### src/inc/cst_pkg.sv
package cst_pkg;
    // ------------------------------------------------------------
    // register offsets
    // ------------------------------------------------------------
    localparam logic [7:0] CORE_CLOCK_SOURCE_SELECT_OFS = 8'h65;
    localparam logic [7:0] CLOCK_GENERATION_CONTROL_OFS = 8'h66;
    localparam logic [7:0] LEFT_GAIN_ATTACK_TIMING_OFS  = 8'h67;
    localparam logic [7:0] LEFT_GAIN_DECAY_TIMING_OFS   = 8'h68;
    // ------------------------------------------------------------
    // reset values
    // ------------------------------------------------------------
    localparam logic [7:0] CORE_CLOCK_SOURCE_RST = 8'h00;
    localparam logic [7:0] CLOCK_GENERATION_RST  = 8'h02;
    localparam logic [7:0] LEFT_ATTACK_RST       = 8'h00;
    localparam logic [7:0] LEFT_DECAY_RST        = 8'h00;
    // ------------------------------------------------------------
    // field positions
    // ------------------------------------------------------------
    localparam int CORE_SRC_BIT      = 0;
    localparam int DIV_SRC_LSB       = 6;
    localparam int PLL_SRC_LSB       = 4;
    localparam int PLL_N_LSB         = 0;
    localparam int TIME_SRC_BIT      = 7;
    localparam int TIME_BASE_LSB     = 5;
    localparam int TIME_MULT_LSB     = 2;
    // ------------------------------------------------------------
    // source codes and decode constants
    // ------------------------------------------------------------
    localparam logic [1:0] SRC_MASTER_CLOCK = 2'h0;
    localparam logic [1:0] SRC_BIT_CLOCK    = 2'h2;
    localparam logic [4:0] PLL_N_CODE0      = 5'h10;
    localparam logic [4:0] PLL_N_CODE1      = 5'h11;
    // baseline times in milliseconds
    localparam logic [8:0] ATTACK_BASE_MS [4] = '{9'h007, 9'h008, 9'h00a, 9'h00b};
    localparam logic [8:0] DECAY_BASE_MS  [4] = '{9'h032, 9'h096, 9'h0fa, 9'h15e};
    // decay cap in milliseconds, indexed by adc ratio in half steps (ratio*2-2)
    localparam logic [15:0] DECAY_CAP_MS [11] = '{
        16'h0fa0, 16'h15e0, 16'h1f40, 16'h2580, 16'h2bc0, 16'h2bc0,
        16'h3e80, 16'h3e80, 16'h4b00, 16'h5780, 16'h5780};
endpackage

### src/core/cst_time_calc.sv
// ------------------------------------------------------------
// applied agc time: baseline times factor, clipped to a cap
// ------------------------------------------------------------
module cst_time_calc
(
    input  wire logic [7:0]  timing_reg_in,
    input  wire logic [8:0]  base_ms_in,
    input  wire logic [15:0] cap_ms_in,
    input  wire logic        use_cap_in,
    output logic             reg_selected_out,
    output logic      [15:0] time_ms_out
);
    logic [2:0]  mult_code;
    logic [15:0] scaled_ms;
    // factor is two raised to the code
    assign mult_code        = timing_reg_in[cst_pkg::TIME_MULT_LSB +: 3];
    assign scaled_ms        = 16'({7'h00, base_ms_in} << mult_code);
    assign reg_selected_out = timing_reg_in[cst_pkg::TIME_SRC_BIT];
    // fields ignored when legacy source is chosen
    assign time_ms_out = !reg_selected_out ? 16'h0000 :
                         (use_cap_in && scaled_ms > cap_ms_in) ? cap_ms_in : scaled_ms;
endmodule // cst_time_calc

### src/core/cst_regs.sv
// Contract
// RULE1: core clock bit 0 picks pll divider output at 0 and clock divider output at 1, reset 0.
// RULE2: core clock bits 7 to 1 are read-only zero and software must not write ones there.
// RULE3: divider input field bits 7:6 picks master clock at 00 and bit clock at 10, reset 00.
// RULE4: pll reference field bits 5:4 picks master clock at 00 and bit clock at 10, reset 00.
// RULE5: software must not program the reserved source codes 01 or 11.
// RULE6: pll divider bits 3:0 decode 0000 as 16, 0001 as 17, others as themselves, reset 0010.
// RULE7: attack bit 7 takes attack time from legacy register 26 at 0 and from here at 1.
// RULE8: attack baseline bits 6:5 are 7, 8, 10 and 11 ms, reset 00.
// RULE9: attack multiplier bits 4:2 are factors two to the code, reset 000.
// RULE10: software writes only zeros into bits 1:0 of the attack and decay registers.
// RULE11: decay bit 7 takes decay time from legacy register 26 at 0 and from here at 1.
// RULE12: decay baseline bits 6:5 are 50, 150, 250 and 350 ms, reset 00.
// RULE13: decay multiplier bits 4:2 are factors two to the code, reset 000.
// RULE14: the decay time is capped from 4 s at adc ratio 1 up to 22.4 s at ratio 5.5 or 6.
// RULE15: the applied time is baseline times factor when selected, fields ignored otherwise.
module cst_regs
(
    input  wire logic        ref_clk_in,
    input  wire logic        rst_n_in,
    input  wire logic        wr_en_in,
    input  wire logic        rd_en_in,
    input  wire logic [7:0]  addr_in,
    input  wire logic [7:0]  wr_data_in,
    input  wire logic [3:0]  adc_rate_divider_ratio_in,
    output logic      [7:0]  rd_data_out,
    output logic             core_clock_input_sel_out,
    output logic      [1:0]  clock_divider_input_sel_out,
    output logic      [1:0]  pll_reference_input_sel_out,
    output logic      [4:0]  pll_divider_n_out,
    output logic             attack_from_reg_out,
    output logic      [15:0] attack_time_ms_out,
    output logic             decay_from_reg_out,
    output logic      [15:0] decay_time_ms_out
);
    // ------------------------------------------------------------
    // register storage and decode
    // ------------------------------------------------------------
    logic        core_src_q;
    logic [7:0]  clk_gen_q;
    logic [7:0]  attack_q;
    logic [7:0]  decay_q;
    logic        hit_core;
    logic        hit_gen;
    logic        hit_attack;
    logic        hit_decay;
    logic [7:0]  rd_data_d;
    logic [4:0]  pll_n_d;
    logic [15:0] attack_ms;
    logic [15:0] decay_ms;
    logic        attack_sel;
    logic        decay_sel;
    logic [15:0] decay_cap;
    logic        ratio_ok;

    // decodes a four-bit n code to its divider value
    function automatic logic [4:0] pll_n_decode(input logic [3:0] code);
        if (code == 4'h0)
        begin
            return cst_pkg::PLL_N_CODE0;
        end
        else if (code == 4'h1)
        begin
            return cst_pkg::PLL_N_CODE1;
        end
        return {1'b0, code};
    endfunction

    // address decode
    assign hit_core   = addr_in == cst_pkg::CORE_CLOCK_SOURCE_SELECT_OFS;
    assign hit_gen    = addr_in == cst_pkg::CLOCK_GENERATION_CONTROL_OFS;
    assign hit_attack = addr_in == cst_pkg::LEFT_GAIN_ATTACK_TIMING_OFS;
    assign hit_decay  = addr_in == cst_pkg::LEFT_GAIN_DECAY_TIMING_OFS;

    // read mux; upper core bits read zero, unmapped reads zero
    assign rd_data_d = hit_core   ? {7'h00, core_src_q} :      // [RULE2]
                       hit_gen    ? clk_gen_q :
                       hit_attack ? attack_q :
                       hit_decay  ? decay_q : 8'h00;

    assign pll_n_d = pll_n_decode(clk_gen_q[cst_pkg::PLL_N_LSB +: 4]);   // [RULE6]

    // ratio code is ratio*2-2; codes 0..10 are valid, others leave cap off
    assign ratio_ok  = adc_rate_divider_ratio_in <= 4'ha;
    assign decay_cap = ratio_ok ? cst_pkg::DECAY_CAP_MS[adc_rate_divider_ratio_in] : 16'hffff;

    // ------------------------------------------------------------
    // register writes
    // ------------------------------------------------------------
    always_ff @(posedge ref_clk_in or negedge rst_n_in)
    begin
        if (!rst_n_in)
        begin
            core_src_q <= cst_pkg::CORE_CLOCK_SOURCE_RST[0];    // [RULE1]
            clk_gen_q  <= cst_pkg::CLOCK_GENERATION_RST;        // [RULE3] [RULE4] [RULE6]
            attack_q   <= cst_pkg::LEFT_ATTACK_RST;             // [RULE7] [RULE8] [RULE9]
            decay_q    <= cst_pkg::LEFT_DECAY_RST;              // [RULE11] [RULE12] [RULE13]
        end
        else if (wr_en_in)
        begin
            if (hit_core)
            begin
                core_src_q <= wr_data_in[cst_pkg::CORE_SRC_BIT];   // [RULE1] [RULE2]
            end
            if (hit_gen)
            begin
                clk_gen_q <= wr_data_in;
            end
            if (hit_attack)
            begin
                attack_q <= wr_data_in;
            end
            if (hit_decay)
            begin
                decay_q <= wr_data_in;
            end
        end
    end

    // ------------------------------------------------------------
    // applied time calculation
    // ------------------------------------------------------------
    cst_time_calc u_attack
    (
        .timing_reg_in    (attack_q),
        .base_ms_in       (cst_pkg::ATTACK_BASE_MS[attack_q[cst_pkg::TIME_BASE_LSB +: 2]]),
        .cap_ms_in        (16'hffff),
        .use_cap_in       (1'b0),
        .reg_selected_out (attack_sel),
        .time_ms_out      (attack_ms)
    );  // [RULE8] [RULE9] [RULE15]

    cst_time_calc u_decay
    (
        .timing_reg_in    (decay_q),
        .base_ms_in       (cst_pkg::DECAY_BASE_MS[decay_q[cst_pkg::TIME_BASE_LSB +: 2]]),
        .cap_ms_in        (decay_cap),
        .use_cap_in       (1'b1),
        .reg_selected_out (decay_sel),
        .time_ms_out      (decay_ms)
    );  // [RULE12] [RULE13] [RULE14] [RULE15]

    // ------------------------------------------------------------
    // registered outputs
    // ------------------------------------------------------------
    always_ff @(posedge ref_clk_in or negedge rst_n_in)
    begin
        if (!rst_n_in)
        begin
            rd_data_out                 <= 8'h00;
            core_clock_input_sel_out    <= 1'b0;
            clock_divider_input_sel_out <= cst_pkg::SRC_MASTER_CLOCK;
            pll_reference_input_sel_out <= cst_pkg::SRC_MASTER_CLOCK;
            pll_divider_n_out           <= 5'h02;
            attack_from_reg_out         <= 1'b0;
            attack_time_ms_out          <= 16'h0000;
            decay_from_reg_out          <= 1'b0;
            decay_time_ms_out           <= 16'h0000;
        end
        else
        begin
            rd_data_out                 <= rd_en_in ? rd_data_d : rd_data_out;
            core_clock_input_sel_out    <= core_src_q;                               // [RULE1]
            clock_divider_input_sel_out <= clk_gen_q[cst_pkg::DIV_SRC_LSB +: 2];    // [RULE3]
            pll_reference_input_sel_out <= clk_gen_q[cst_pkg::PLL_SRC_LSB +: 2];    // [RULE4]
            pll_divider_n_out           <= pll_n_d;                                  // [RULE6]
            attack_from_reg_out         <= attack_sel;                               // [RULE7]
            attack_time_ms_out          <= attack_ms;                                // [RULE15]
            decay_from_reg_out          <= decay_sel;                                // [RULE11]
            decay_time_ms_out           <= decay_ms;                                 // [RULE14]
        end
    end

    // ------------------------------------------------------------
    // checks
    // ------------------------------------------------------------
    a_core_upper_zero: assert property (@(posedge ref_clk_in)   // [RULE2]
        disable iff (!rst_n_in)
        rd_en_in && hit_core |=> rd_data_out[7:1] == 7'h00)
        else $error("core clock upper bits not zero");
    a_core_sel_follow: assert property (@(posedge ref_clk_in)   // [RULE1]
        disable iff (!rst_n_in)
        wr_en_in && hit_core |=> ##1 core_clock_input_sel_out == $past(wr_data_in[0], 2))
        else $error("core clock select not applied");
    a_div_src_follow: assert property (@(posedge ref_clk_in)   // [RULE3]
        disable iff (!rst_n_in)
        wr_en_in && hit_gen |=> ##1 clock_divider_input_sel_out == $past(wr_data_in[7:6], 2))
        else $error("divider source not applied");
    a_pll_src_follow: assert property (@(posedge ref_clk_in)   // [RULE4]
        disable iff (!rst_n_in)
        wr_en_in && hit_gen |=> ##1 pll_reference_input_sel_out == $past(wr_data_in[5:4], 2))
        else $error("pll source not applied");
    a_pll_n_range: assert property (@(posedge ref_clk_in)   // [RULE6]
        disable iff (!rst_n_in)
        wr_en_in && hit_gen && wr_data_in[3:0] == 4'h0 |=> ##1 pll_divider_n_out == 5'h10)
        else $error("pll n code zero not sixteen");
    a_attack_legacy_zero: assert property (@(posedge ref_clk_in)   // [RULE7]
        disable iff (!rst_n_in)
        !attack_from_reg_out |-> attack_time_ms_out == 16'h0000)
        else $error("attack fields used in legacy mode");
    a_attack_mult_max: assert property (@(posedge ref_clk_in)   // [RULE8]
        disable iff (!rst_n_in)
        wr_en_in && hit_attack && wr_data_in == 8'hfc |=> ##1 attack_time_ms_out == 16'h0580)
        else $error("attack 11 ms times 128 wrong");
    a_decay_legacy_zero: assert property (@(posedge ref_clk_in)   // [RULE11]
        disable iff (!rst_n_in)
        !decay_from_reg_out |-> decay_time_ms_out == 16'h0000)
        else $error("decay fields used in legacy mode");
    a_decay_base_min: assert property (@(posedge ref_clk_in)   // [RULE12]
        disable iff (!rst_n_in)
        wr_en_in && hit_decay && wr_data_in == 8'h80 |=> ##1 decay_time_ms_out == 16'h0032)
        else $error("decay 50 ms baseline wrong");
    a_decay_cap_hold: assert property (@(posedge ref_clk_in)   // [RULE14]
        disable iff (!rst_n_in)
        adc_rate_divider_ratio_in == 4'h0 |=> decay_time_ms_out <= 16'h0fa0)
        else $error("decay exceeds cap at ratio one");
    // every cap is far above 100 ms, so the factor shows at any ratio
    a_decay_mult: assert property (@(posedge ref_clk_in)   // [RULE13]
        disable iff (!rst_n_in)
        decay_from_reg_out && $stable(decay_q) && decay_q[4:2] == 3'h1 && decay_q[6:5] == 2'h0
        |=> decay_time_ms_out == 16'h0064)
        else $error("decay factor two wrong");

    c_core_write: cover property (@(posedge ref_clk_in) wr_en_in && hit_core && wr_data_in[0]);
    c_bit_clock: cover property (@(posedge ref_clk_in)
        clock_divider_input_sel_out == cst_pkg::SRC_BIT_CLOCK);
    c_attack_reg: cover property (@(posedge ref_clk_in) attack_from_reg_out);
    c_decay_capped: cover property (@(posedge ref_clk_in)
        decay_from_reg_out && decay_time_ms_out == decay_cap && ratio_ok);
endmodule // cst_regs

### config.mk
export PLATFORM = sky130hd
export DESIGN_NAME = cst_regs
export DESIGN_NICKNAME = d
export VERILOG_FILES = /design/src/inc/cst_pkg.sv /design/src/core/cst_time_calc.sv /design/src/core/cst_regs.sv
export SDC_FILE = /design/constraint.sdc
export NUM_CORES = 1
export LEC_CHECK = 0
export BUFFER_PORTS_ARGS = -buffer_cell sky130_fd_sc_hd__buf_2
export CAP_MARGIN = 40
export CORE_UTILIZATION = 60
export CTS_BUF_LIST = sky130_fd_sc_hd__clkbuf_8 sky130_fd_sc_hd__clkbuf_16
export CTS_CLUSTER_SIZE = 25
export DETAILED_ROUTE_END_ITERATION = 6
export GPL_ROUTABILITY_DRIVEN = 0
export PLACE_DENSITY = 0.86
export SETUP_SLACK_MARGIN = 0.3
export SLEW_MARGIN = 10
export SYNTH_ARGS = -nofsm -noshare
export SYNTH_HDL_FRONTEND = slang
export SYNTH_SLANG_ARGS = --single-unit
export TNS_END_PERCENT = 30
### constraint.sdc
create_clock -name ref_clk_in -period 5.2 [get_ports ref_clk_in]
set_input_delay 0.52 -clock ref_clk_in [delete_from_list [all_inputs] [get_ports ref_clk_in]]
set_output_delay 0.52 -clock ref_clk_in [all_outputs]
set_load 0.02 [all_outputs]
==> results.toml <==
[pwr]
vdd_drop_max_v = 0.000179
seqPwrFrac_pct = 51.0
fin_total_pwr_uw = 1210
power_frac_comb_pct = 17.5
power_density_nw_per_um2 = 277
leakage_uw = 0.00220
netSwitchingPower_uw = 367
p_clk_share_pct = 31.5
intPower_uw = 840
sw_frac_of_total_pct = 30.4

[sta]
report.final.slew_viol_count = 0
period_needed_ns = 3.47
hold_viol_final = 0
fmaxAchievable_mhz = 289
setup_viol = 0
rsz0062_at_grt = "no"
totalNegativeSetupSlack_ns = 0
clock_skew_ns = 0.00954
worst_pin_slew_ns = 0.727
setup_ws_ns = 1.73
max_slew_margin_pct = 51.4
finalCritPeriodShare_pct = 66.6

[cells_and_area]
utilization_pct = 72.0
drive_gt1_share_pct = 30.2
nFillCells = 440
mostFrequentLayoutCells = "buf_2, dfrtp_1, a21oi_1, nand2_1, mux2_2"
stdcell_count = 525
antenna_cells = 0
layout_commonest_cell = "buf_2"
area_delta_synth_final_pct = 13.6
fin_nets = 490

[critical_path]
end_kind = "flop"
crit_arrival_ns = 3.74
r2r_slack_ns = 1.73
r2r-end = "decay_time_ms_out[10]"
r2r_start = "decay_q[5]"
path_cells = "ha_1 -> o21ai_0 -> mux2i_1 -> o21a_1 -> ha_1 -> nand4_2 -> nor3_2 -> nand2_1 -> or3_1 -> nand2_1 -> mux2i_1"
max_stage_delay_ns = 0.56
cp_num_cells = 11
crit_path_end = "decay_time_ms_out[10]"
critPathLaunch = "decay_q[5]"
critPathBufInv = 0
crit_type = "reg2reg"
crit_family = "simple AND/OR/NAND/NOR gates"
worstPathMaxFanout = 14
cp.required_ns = 5.48
cp_slowest_cell = "or3_1"
start_kind = "flop"
reg2regPathDepth = 11

[route]
viasPerCell = 5.90
wl_mm = 8.51
ant_nets = 0
routedWlPerCell_um = 16.2
drt_iter0_markers = 165
drc = 0
num_vias = 3095
drt_pass1_iterations = 5

[placement]
dp.cells = 509
dp_hpwl_mm = 6.34
io_buffers = 70
pre_cts_ws_ns = 1.73

[clocking]
tritoncts.num_buffers = 9
htreeDepth = 3
holdBufCountCts = 0
root_buffer = "clkbuf_8"
cts_tree = "done"
cts_resized = 0
clockBufferDepth = 2
cts_setup_buffers = 0
clkTransAtPathRegs_ns = 0.08
clk_latency_ns = 0.36
cts_sinks = 72

[worst_hold_path]
hp-class = "in2async"

[synthesis]
synth_seq_area_share_pct = 47.0
postSynthAreaPerCell_um2 = 9.95
synth_seq_cells = 72
yosys_warnings = 0
yosys.area.top_type = "dfrtp_1"
synth_edf_count = 0
synth_top_area_share_pct = 45.6
synth.area.top_cells = "dfrtp_1, mux2_2, ha_1"
synthCells = 386
ys.flop_type = "dfrtp_1"
syn-cell-area_um2 = 3840
netlist-cell-type-count = 52
async_flop_share_pct = 100

[grt]
grt-ovfl-total = 0
grt_pass1_wl_mm = 13.9
grt_max_degree = 57
antenna_found_initial = 0
grt_use_total_pct = 28.0
first_global_vias = 3017

[flow_run]
max_cap_violations = 0

[floorplan]
dieArea_um2 = 6720
ios = 76
start_util_pct = 63.4
core_area_um2 = 6060
dieHeight_um = 82
num_rows = 28
die_x_um = 82

[run_status]
status = "complete, no violations"
## sequential cells by signal, indices dropped and copies added, names as in the netlist
| signal | count |
|---|---|
| pll_reference_input_sel_out | 2 |
| attack_from_reg_out | 1 |
| core_src_q | 1 |
| clock_divider_input_sel_out | 2 |
| decay_time_ms_out | 16 |
| clk_gen_q | 8 |
| core_clock_input_sel_out | 1 |
| attack_time_ms_out | 11 |
| decay_q | 8 |
| rd_data_out | 8 |
| decay_from_reg_out | 1 |
| pll_divider_n_out | 5 |
| attack_q | 8 |
## worst reg2reg max path, cell delays in order, from the launching register on
cell     delay [ns]
dfrtp_1        0.49
ha_1           0.36
o21ai_0        0.34
mux2i_1        0.17
o21a_1         0.23
ha_1           0.33
nand4_2        0.12
nor3_2         0.22
nand2_1        0.10
or3_1          0.56
nand2_1        0.28
mux2i_1        0.21
## how the worst min path moves through the flow
| stage | depth (start not counted) | end | start | slack, ns |
|---|---|---|---|---|
| floorplan | 0 | attack_from_reg_out | rst_n_in | 0.22 |
| global route | 2 | attack_from_reg_out | rst_n_in | 0.13 |
| detailed placement | 0 | pll_divider_n_out[1] | clk_gen_q[1] | 0.38 |
| CTS | 2 | attack_from_reg_out | rst_n_in | 0.12 |
| finish | 2 | pll_divider_n_out[4] | rst_n_in | 0.11 |
| global placement | 0 | clock_divider_input_sel_out[1] | clk_gen_q[7] | 0.37 |
## through the flow
step / hold WS (ns) / cell area, µm²
finish: 0.108 / 4360
global route: 0.128 / 4360
CTS: 0.115 / 4360
detailed placement: 0.383 / 4200
global placement: 0.370 / 4170
floorplan: 0.224 / 3850
## Yosys cell counts, types with 2 or more instances
library cell  number
o21ai_0           26
and3_1             2
nor3_1             7
nand2b_1           6
or3_1              2
nor2_1            29
inv_1             10
or2_2              2
ha_1              21
clkbuf_1          15
nand2_1           33
nor2b_1            5
buf_2              8
inv_2              2
dfstp_2            2
a221oi_1           2
a31o_2             5
a21boi_0           2
buf_4              5
a311oi_1           5
mux2_2            31
o21a_1             7
nand3_1            5
and2_1             3
a21oi_1           47
o22ai_1            3
dfrtp_1           70
mux2i_1            7
## per-layer routing
metal	vias up	share of wire, %	wire length [µm]	global-route usage, %
met5	-	0	0	0
met4	0	2.2	187	12.3
met3	19	5.8	493	6.11
met2	112	50	4230	47.1
met1	1493	42	3600	34.3
li1	1471	-	-	-
## kinds of logic (layout without fill, tap and decap cells)
| kind of cell | count (synthesis) | in the layout | synth area share [%] |
|---|---|---|---|
| other | 1 | 5 | 0.0977 |
| buffers and inverters | 42 | 102 | 5.05 |
| adders and majority gates | 21 | 21 | 6.84 |
| DFF | 72 | 72 | 47.0 |
| muxes | 38 | 38 | 10.9 |
| and+or+nand+nor | 105 | 105 | 13.6 |
| AOI/OAI and AO/OA | 107 | 107 | 16.6 |
## power groups by stage
stage | registers, µW | logic [µW] | clock network, µW
floorplan | 640 | 123 | 0
global placement | 625 | 199 | 0
detailed placement | 626 | 210 | 0
CTS | 615 | 212 | 385
global route | 620 | 236 | 410
finish | 616 | 212 | 380
## area by class of cell
cell class                      count  area, µm²  area share (%)
Multi-Input combinational cell    276       1860            42.6
Timing Repair Buffer               74        398            9.12
Inverter                           12       45.0            1.03
Clock buffer                        9        124            2.84
Sequential cell                    72       1800            41.4
Tap cell                           75       93.8            2.15
Clock inverter                      7       41.3           0.946
(Power assumes the default switching activity.)
